===== config.mk =====
export PLATFORM = sky130hd
export DESIGN_NAME = csf_status_regs
export DESIGN_NICKNAME = d
export VERILOG_FILES = /design/src/hdl/csf_pkg.sv /design/src/hdl/csf_status_regs.sv
export SDC_FILE = /design/constraint.sdc
export NUM_CORES = 2
export LEC_CHECK = 0
export BUFFER_PORTS_ARGS = -buffer_cell sky130_fd_sc_hd__buf_4
export CAP_MARGIN = 20
export CORE_MARGIN = 4
export CORE_UTILIZATION = 40
export CTS_BUF_LIST = sky130_fd_sc_hd__clkbuf_16
export DETAILED_ROUTE_END_ITERATION = 10
export SKIP_CTS_REPAIR_TIMING = 1
export SYNTH_ARGS = -nofsm -noshare
export SYNTH_HDL_FRONTEND = slang
export SYNTH_SLANG_ARGS = --single-unit

===== constraint.sdc =====
create_clock -name clk -period 5.4 [get_ports clk]
set_clock_uncertainty 0.15 [all_clocks]
set_input_delay 0.81 -clock clk [delete_from_list [all_inputs] [get_ports clk]]
set_output_delay 0.81 -clock clk [all_outputs]
set_load 0.005 [all_outputs]

===== src/hdl/csf_pkg.sv =====
// Purpose: shared constants and carriers for the cpu status flag block
// Assumes: byte addresses on a 16-bit data-space port, word aligned
// Notes:   address map values are local to this block
package csf_pkg;

    // data-space byte addresses
    localparam logic [15:0] CSF_ADDR_W0       = 16'h0000;
    localparam logic [15:0] CSF_ADDR_W15      = 16'h001e;
    localparam logic [15:0] CSF_ADDR_LOOP_LO  = 16'h003a;
    localparam logic [15:0] CSF_ADDR_LOOP_HI  = 16'h003c;
    localparam logic [15:0] CSF_ADDR_STATUS   = 16'h0042;

    // status word field positions
    localparam int CSF_BIT_OA   = 15;
    localparam int CSF_BIT_OB   = 14;
    localparam int CSF_BIT_SA   = 13;
    localparam int CSF_BIT_SB   = 12;
    localparam int CSF_BIT_OAB  = 11;
    localparam int CSF_BIT_SAB  = 10;
    localparam int CSF_BIT_DA   = 9;
    localparam int CSF_BIT_DC   = 8;
    localparam int CSF_BIT_IPLH = 7;
    localparam int CSF_BIT_IPLL = 5;
    localparam int CSF_BIT_RA   = 4;
    localparam int CSF_BIT_N    = 3;
    localparam int CSF_BIT_OV   = 2;
    localparam int CSF_BIT_Z    = 1;
    localparam int CSF_BIT_C    = 0;

    localparam logic [15:0] CSF_STATUS_RESET = 16'h0000;
    localparam logic [15:0] CSF_WORD_RESET   = 16'h0000;
    localparam logic [2:0]  CSF_IPL_TOP      = 3'h7;
    localparam int          CSF_ALT_REGS     = 15;

    // one alu result report; flags apply only where their update bit is set
    typedef struct packed {
        logic updN;
        logic updOv;
        logic updZ;
        logic updC;
        logic updDc;
        logic resNeg;
        logic resZero;
        logic signedOvf;
        logic carryMsb;
        logic carry4;
        logic carry8;
        logic byteOp;
    } csf_alu_s;

    // dsp and loop sequencer levels, plus one-cycle saturation events
    typedef struct packed {
        logic [1:0] accOverflow;
        logic [1:0] accClip;
        logic       loopBlockActive;
        logic       repeatActive;
    } csf_core_s;

endpackage : csf_pkg


===== src/hdl/csf_status_regs.sv =====
// Purpose: cpu status word and memory-mapped programmer's-model registers
// Assumes: one data-space access per cycle, reads answer one cycle later
// Notes:   working register contexts are chosen by the core, not here
//
// How it works
// - status bit 15 follows accumulator A overflow
// - status bit 14 follows accumulator B overflow
// - bit 13 sticks once accumulator A saturates
// - bit 12 sticks once accumulator B saturates
// - bit 11 reads as OR of both overflow flags
// - bit 10 reads as OR of both sticky saturation flags
// - status write sets saturation bits directly, or clears both via bit 10
// - bit 9 read-only, shows DO loop active
// - bit 8 half carry: bit 3 carry for bytes, bit 7 for words
// - bits 7..5 hold cpu priority level, level 7 blocks user interrupts
// - core msb joins priority bits into four-bit level; msb blocks all
// - priority bits read-only while nesting disable is set
// - bit 4 read-only, shows REPEAT loop active
// - bit 3 set on negative result, cleared otherwise
// - bit 2 flags signed overflow that flips the sign bit
// - bit 1 set by zero result, cleared by affecting non-zero result, loaded with bit 1 of a status write
// - bit 0 records carry out of the result msb
// - every register reachable as an ordinary data location
// - two alternate W0..W14 arrays; mapped view shows active context
// - loop start address registers are read-only to writes
// - carry and half carry act as borrow and digit borrow on subtract
module csf_status_regs
    import csf_pkg::*;
(
    // clock and reset
    input  wire logic        clk,
    input  wire logic        reset,
    // data-space access
    input  wire logic        memRead,
    input  wire logic        memWrite,
    input  wire logic [15:0] memAddr,
    input  wire logic [15:0] memWdata,
    output logic      [15:0] memRdata,
    // core condition reports
    input  wire csf_alu_s    aluReport,
    input  wire csf_core_s   coreState,
    input  wire logic [1:0]  activeContext,
    input  wire logic        loopStartLoad,
    input  wire logic [23:0] loopStartValue,
    // interrupt controls
    input  wire logic        priorityLevelMsb,
    input  wire logic        nestingDisable,
    // status outputs
    output logic      [15:0] cpuStatusReg,
    output logic      [3:0]  cpuPriorityLevel,
    output logic             userIntDisable
);

    logic        oa,  ob,  sa,  sb,  da,  dc,  ra,  nf,  ov,  zf,  cf;
    logic [2:0]  cpu_priority_level;
    logic        next_oa, next_ob, next_sa, next_sb, next_da, next_dc;
    logic        next_ra, next_nf, next_ov, next_zf, next_cf;
    logic [2:0]  next_ipl;
    logic        srWrite;

    assign srWrite = memWrite && (memAddr == CSF_ADDR_STATUS);

    always_comb begin
        cpuStatusReg = CSF_STATUS_RESET;
        cpuStatusReg[CSF_BIT_OA]  = oa;
        cpuStatusReg[CSF_BIT_OB]  = ob;
        cpuStatusReg[CSF_BIT_SA]  = sa;
        cpuStatusReg[CSF_BIT_SB]  = sb;
        cpuStatusReg[CSF_BIT_OAB] = oa | ob;
        cpuStatusReg[CSF_BIT_SAB] = sa | sb;
        cpuStatusReg[CSF_BIT_DA]  = da;
        cpuStatusReg[CSF_BIT_DC]  = dc;
        cpuStatusReg[CSF_BIT_IPLH:CSF_BIT_IPLL] = cpu_priority_level;
        cpuStatusReg[CSF_BIT_RA]  = ra;
        cpuStatusReg[CSF_BIT_N]   = nf;
        cpuStatusReg[CSF_BIT_OV]  = ov;
        cpuStatusReg[CSF_BIT_Z]   = zf;
        cpuStatusReg[CSF_BIT_C]   = cf;
    end

    assign cpuPriorityLevel = {priorityLevelMsb, cpu_priority_level};
    assign userIntDisable   = priorityLevelMsb || (cpu_priority_level == CSF_IPL_TOP);

    always_comb begin
        next_oa = coreState.accOverflow[0];
        next_ob = coreState.accOverflow[1];
        next_da = coreState.loopBlockActive;
        next_ra = coreState.repeatActive;
        next_sa = sa;
        next_sb = sb;
        next_ipl = cpu_priority_level;
        next_dc = dc;
        next_nf = nf;
        next_ov = ov;
        next_zf = zf;
        next_cf = cf;
        if (srWrite) begin
            // direct write, a zero in bit 10 clears both
            next_sa = memWdata[CSF_BIT_SA] & memWdata[CSF_BIT_SAB];
            next_sb = memWdata[CSF_BIT_SB] & memWdata[CSF_BIT_SAB];
            // priority bits locked by nesting disable
            if (!nestingDisable) begin
                next_ipl = memWdata[CSF_BIT_IPLH:CSF_BIT_IPLL];
            end
            next_dc = memWdata[CSF_BIT_DC];
            next_nf = memWdata[CSF_BIT_N];
            next_ov = memWdata[CSF_BIT_OV];
            next_zf = memWdata[CSF_BIT_Z];
            next_cf = memWdata[CSF_BIT_C];
        end else begin
            // adder carry doubles as inverted digit borrow
            if (aluReport.updDc) begin
                next_dc = aluReport.byteOp ? aluReport.carry4
                                           : aluReport.carry8;
            end
            if (aluReport.updN) begin
                next_nf = aluReport.resNeg;
            end
            if (aluReport.updOv) begin
                next_ov = aluReport.signedOvf;
            end
            // zero flag, cleared only by non-zero result
            if (aluReport.updZ) begin
                next_zf = aluReport.resZero;
            end
            // carry out of msb, borrow sense on subtract
            if (aluReport.updC) begin
                next_cf = aluReport.carryMsb;
            end
        end
        // sticky set wins over a clearing write
        if (coreState.accClip[0]) begin
            next_sa = 1'b1;
        end
        // sticky set wins over a clearing write
        if (coreState.accClip[1]) begin
            next_sb = 1'b1;
        end
    end

    always_ff @(posedge clk) begin
        if (reset) begin
            oa  <= 1'b0;
            ob  <= 1'b0;
            sa  <= 1'b0;
            sb  <= 1'b0;
            da  <= 1'b0;
            dc  <= 1'b0;
            cpu_priority_level <= 3'h0;
            ra  <= 1'b0;
            nf  <= 1'b0;
            ov  <= 1'b0;
            zf  <= 1'b0;
            cf  <= 1'b0;
        end else begin
            oa  <= next_oa;
            ob  <= next_ob;
            sa  <= next_sa;
            sb  <= next_sb;
            da  <= next_da;
            dc  <= next_dc;
            cpu_priority_level <= next_ipl;
            ra  <= next_ra;
            nf  <= next_nf;
            ov  <= next_ov;
            zf  <= next_zf;
            cf  <= next_cf;
        end
    end

    // working registers: primary 16 plus two alternate sets of 15
    logic [15:0] wPrim    [16];
    logic [15:0] wAlt     [2][CSF_ALT_REGS];
    logic [15:0] next_wPrim [16];
    logic [15:0] next_wAlt  [2][CSF_ALT_REGS];
    logic [23:0] loopStart;
    logic [23:0] next_loopStart;
    logic [15:0] next_memRdata;
    logic        wRange;
    logic [3:0]  wIdx;

    assign wRange = (memAddr[15:5] == CSF_ADDR_W0[15:5]) && !memAddr[0];
    assign wIdx   = memAddr[4:1];

    always_comb begin
        next_wPrim = wPrim;
        next_wAlt  = wAlt;
        // only the loop sequencer loads the start address
        next_loopStart = loopStartLoad ? loopStartValue : loopStart;
        next_memRdata  = CSF_WORD_RESET;
        // low fifteen follow the active context, W15 is shared
        if (memWrite && wRange) begin
            if (wIdx == 4'hf || activeContext == 2'h0) begin
                next_wPrim[wIdx] = memWdata;
            end else begin
                next_wAlt[activeContext[1]][wIdx] = memWdata;
            end
        end
        if (memRead) begin
            if (wRange) begin
                if (wIdx == 4'hf || activeContext == 2'h0) begin
                    next_memRdata = wPrim[wIdx];
                end else begin
                    next_memRdata = wAlt[activeContext[1]][wIdx];
                end
            end else if (memAddr == CSF_ADDR_STATUS) begin
                next_memRdata = cpuStatusReg;
            end else if (memAddr == CSF_ADDR_LOOP_LO) begin
                next_memRdata = loopStart[15:0];
            end else if (memAddr == CSF_ADDR_LOOP_HI) begin
                next_memRdata = {8'h00, loopStart[23:16]};
            end
        end
    end

    always_ff @(posedge clk) begin
        if (reset) begin
            for (int i = 0; i < 16; i++) begin
                wPrim[i] <= CSF_WORD_RESET;
            end
            for (int i = 0; i < CSF_ALT_REGS; i++) begin
                wAlt[0][i] <= CSF_WORD_RESET;
                wAlt[1][i] <= CSF_WORD_RESET;
            end
            loopStart <= 24'h000000;
            memRdata  <= CSF_WORD_RESET;
        end else begin
            wPrim     <= next_wPrim;
            wAlt      <= next_wAlt;
            loopStart <= next_loopStart;
            memRdata  <= next_memRdata;
        end
    end
endmodule : csf_status_regs


==> flow_metrics.py <==
metrics = {
    "sta": {
        "clock.fmax_mhz": 275,
        "timing_max_transition_violations_final": 0,
        "hold_violations": 0,
        "final_period_minus_worst_setup_slack_ns": 3.64,
        "unrepaired_setup_endpoints_after_global_routing": "false",
        "final-setup-viol-count": 0,
        "timing.setup.tns_ns": 0,
        "worstMarginPinSlew_ns": 1.09,
        "slew_headroom": 0.254,
        "final.period_utilization": 0.674,
    },
    "setup_path": {
        "rrSetupSlack_ns": 2.61,
        "critical-path-slowest-cell": "sky130_fd_sc_hd__a2111oi_0",
        "critical_path_buf_inv_count": 2,
        "cp_cell_sequence": "buf_8 > buf_4 > mux4_2 > a2111oi_0 > and3_1 > o32ai_1",
        "worst_path_arrival_ns": 3.97,
        "setup.worst_path.class": "primary input to flop",
        "r2r.worst_path.cells": 6,
        "crit_path_max_incr_delay_ns": 0.98,
        "r2r-end": "memRdata[11]",
        "end_kind": "flop",
        "crit-reg2reg-launch": "wAlt[75]",
        "crit_path_start_kind": "primary input",
        "worst-path-max-fanout": 57,
        "crit_required_ns": 5.73,
        "timing.critical_path.max_delay_family": "compound AO/OA/AOI/OAI gates",
    },
    "synthesis": {
        "syn-cell-area_mm2": 0.0354,
        "async_reset_ff_frac": 0,
        "yosysWarningCount": 0,
        "ys.flop_type": "sky130_fd_sc_hd__dfxtp_1",
        "synth_enable_flop_cells": 0,
        "post_synth_inst_count": 3344,
        "synthesis.area_per_instance_um2": 10.6,
        "yosysSeqAreaShare": 0.446,
        "postSynthNetCount": 3427,
        "postSynthRegisterBits": 790,
        "post_synth_num_cell_types": 72,
    },
    "placed_design": {
        "port_buffers": 119,
        "gpl.final_weighted_congestion": 0.836,
        "dp_cells": 4378,
        "dp_hpwl_um": 64500,
    },
    "die": {
        "die_h_um": 306,
        "initial_utilization": 0.406,
        "die_w_um": 306,
        "fp.coreArea_mm2": 0.0873,
        "design.portCount": 120,
        "fp.dieArea_mm2": 0.0934,
        "rows": 108,
    },
    "drt": {
        "detailroute.via_count": 24800,
        "detailroute.wirelength.met3_um": 6160,
        "highest-signal-layer": "met5",
        "post_drt_via_cell_ratio": 5.48,
        "met1_length_um": 48200,
        "totalWireLength_um": 105000,
        "drt_pre_antenna_iters": 5,
        "postRouteAntennaNets": 0,
        "wl_per_cell_um": 23.2,
        "drt-initial-drc-count": 2218,
        "drcViolationCount": 0,
        "wl_met2_um": 47600,
    },
    "global_routing": {
        "grt_start_max_net_pins": 201,
        "gr-total-overflow": 0,
        "grt_pass1_vias": 23900,
        "track_usage": 0.218,
        "grt_antenna_before_repair": 1,
        "first_pass_grt_wire_length_um": 158000,
    },
    "clock_network": {
        "cts_tree": "done",
        "clock_sinks": 790,
        "cts_htree_levels": 3,
        "clk_latency_ns": 0.63,
        "clkSlewWorstSetupHoldPaths_ns": 0.07,
        "cts-root-buf": "sky130_fd_sc_hd__clkbuf_16",
        "cts-root-to-sink-buffers": 3,
        "cts-buffers-inserted": 83,
    },
    "power_and_ir_drop": {
        "power.ir.vdd_worst_mv": 0.241,
        "power.static_leakage_nw": 13.8,
        "pwr_density_cell_mw_per_mm2": 305,
    },
    "final_layout": {
        "stdcell_count": 4523,
        "layout_common_cells": "895 x sky130_fd_sc_hd__mux2i_1, 790 x sky130_fd_sc_hd__dfxtp_1, 777 x sky130_fd_sc_hd__nor2_1",
        "finish.net_count": 3393,
        "antennaDiodeCount": 0,
        "post_layout_util": 0.450,
        "final_common_cell": "sky130_fd_sc_hd__mux2i_1",
        "synthToLayoutAreaGrowth_pct": 10.8,
        "drive_gt1_frac": 0.151,
    },
    "hold_path": {
        "whs_endpoint": "ra",
        "hold_path_startpoint": "coreState[0]",
        "hold_path_depth": 2,
        "holdCritPathClass": "primary input to flop",
    },
    "flow_run": {
        "maxCapViolations": 0,
    },
    "status": {
        "status": "finished, final reports clean",
    },
}
## cells in the mapped netlist (4+ instances only)
master | number | area share
sky130_fd_sc_hd__a21o_1 | 4 | 0.00085
sky130_fd_sc_hd__nand2b_1 | 6 | 0.0011
sky130_fd_sc_hd__buf_1 | 24 | 0.0025
sky130_fd_sc_hd__a211oi_1 | 6 | 0.0013
sky130_fd_sc_hd__a32o_1 | 9 | 0.0025
sky130_fd_sc_hd__buf_4 | 40 | 0.0085
sky130_fd_sc_hd__nor3_1 | 5 | 0.00071
sky130_fd_sc_hd__a21oi_1 | 39 | 0.0055
sky130_fd_sc_hd__a22o_1 | 4 | 0.00099
sky130_fd_sc_hd__nor2b_1 | 10 | 0.0018
sky130_fd_sc_hd__a22oi_1 | 32 | 0.0068
sky130_fd_sc_hd__a221o_1 | 7 | 0.0020
sky130_fd_sc_hd__mux2_2 | 4 | 0.0013
sky130_fd_sc_hd__nand4_1 | 10 | 0.0018
sky130_fd_sc_hd__mux2i_1 | 895 | 0.25
sky130_fd_sc_hd__buf_2 | 51 | 0.0072
sky130_fd_sc_hd__dfxtp_1 | 790 | 0.45
sky130_fd_sc_hd__and3_1 | 13 | 0.0023
sky130_fd_sc_hd__nor4_1 | 5 | 0.00088
sky130_fd_sc_hd__mux4_2 | 116 | 0.074
sky130_fd_sc_hd__nor3_4 | 45 | 0.021
sky130_fd_sc_hd__nor2_1 | 777 | 0.082
sky130_fd_sc_hd__or2_2 | 5 | 0.00088
sky130_fd_sc_hd__o21ai_0 | 22 | 0.0031
sky130_fd_sc_hd__o22ai_1 | 36 | 0.0064
sky130_fd_sc_hd__a221oi_1 | 9 | 0.0022
sky130_fd_sc_hd__a2111oi_0 | 10 | 0.0025
sky130_fd_sc_hd__clkbuf_1 | 163 | 0.017
sky130_fd_sc_hd__a2bb2oi_1 | 4 | 0.00099
sky130_fd_sc_hd__nand3_1 | 19 | 0.0027
sky130_fd_sc_hd__buf_6 | 48 | 0.015
sky130_fd_sc_hd__nand2_1 | 78 | 0.0083
sky130_fd_sc_hd__o22a_1 | 5 | 0.0012
## kinds of logic after synthesis
| family | synth area share |
|---|---|
| AOI/OAI and AO/OA | 0.0420 |
| buffers and inverters | 0.0514 |
| DFF | 0.446 |
| and+or+nand+nor | 0.133 |
| muxes | 0.328 |
## per-stage QoR
| stage | setup slack (ns) | instance area (um2) | power, W | hold WS (ns) |
|---|---|---|---|---|
| finish | 1.76 | 39300 | 0.0120 | 0.242 |
| global route | 1.77 | 39300 | 0.0124 | 0.239 |
| CTS | 1.89 | 39200 | 0.0121 | 0.208 |
| detailed placement | 1.21 | 36700 | 0.00663 | 0.295 |
| global placement | 1.23 | 36700 | 0.00663 | 0.292 |
| floorplan | 2.60 | 35400 | 0.00640 | 0.283 |
## power breakdown
group	switching [W]	total (W)	internal [W]
combinational	0.000471	0.000650	0.000179
clock	0.00235	0.00547	0.00312
sequential	0.0000123	0.00586	0.00584
## metal layers
metal | GRT usage | up-vias
met5 | 0 | -
met2 | 0.342 | 669
met4 | 0.0630 | 2
met1 | 0.311 | 12400
met3 | 0.0360 | 140
li1 | - | 11600
## how the worst max path moves through the flow
stage / start / to / cells past startpoint
global route: memAddr[1] / memRdata[10] / 7
detailed placement: memAddr[1] / memRdata[6] / 6
finish: memAddr[1] / memRdata[6] / 6
floorplan: memAddr[3] / wAlt[213] / 7
CTS: memAddr[1] / memRdata[6] / 6
global placement: memAddr[1] / memRdata[6] / 6
## state kept, by name, indices dropped and copies added, names as in the netlist
register            count
wAlt                  480
wPrim                 256
loopStart              24
memRdata               16
cpu_priority_level      3
cf                      1
da                      1
dc                      1
nf                      1
oa                      1
ob                      1
ov                      1
ra                      1
sa                      1
sb                      1
zf                      1
## layout make-up
class                           count  area (um2)
Tap cell                         1155        1450
Fill cell                        8335       48000
Clock buffer                       85        2130
Multi-Input combinational cell   2225       17800
Inverter                            1        3.75
Clock inverter                     58         413
Timing Repair Buffer              209        1660
Sequential cell                   790       15800
Note: power is estimated with default switching activity, not from simulation.
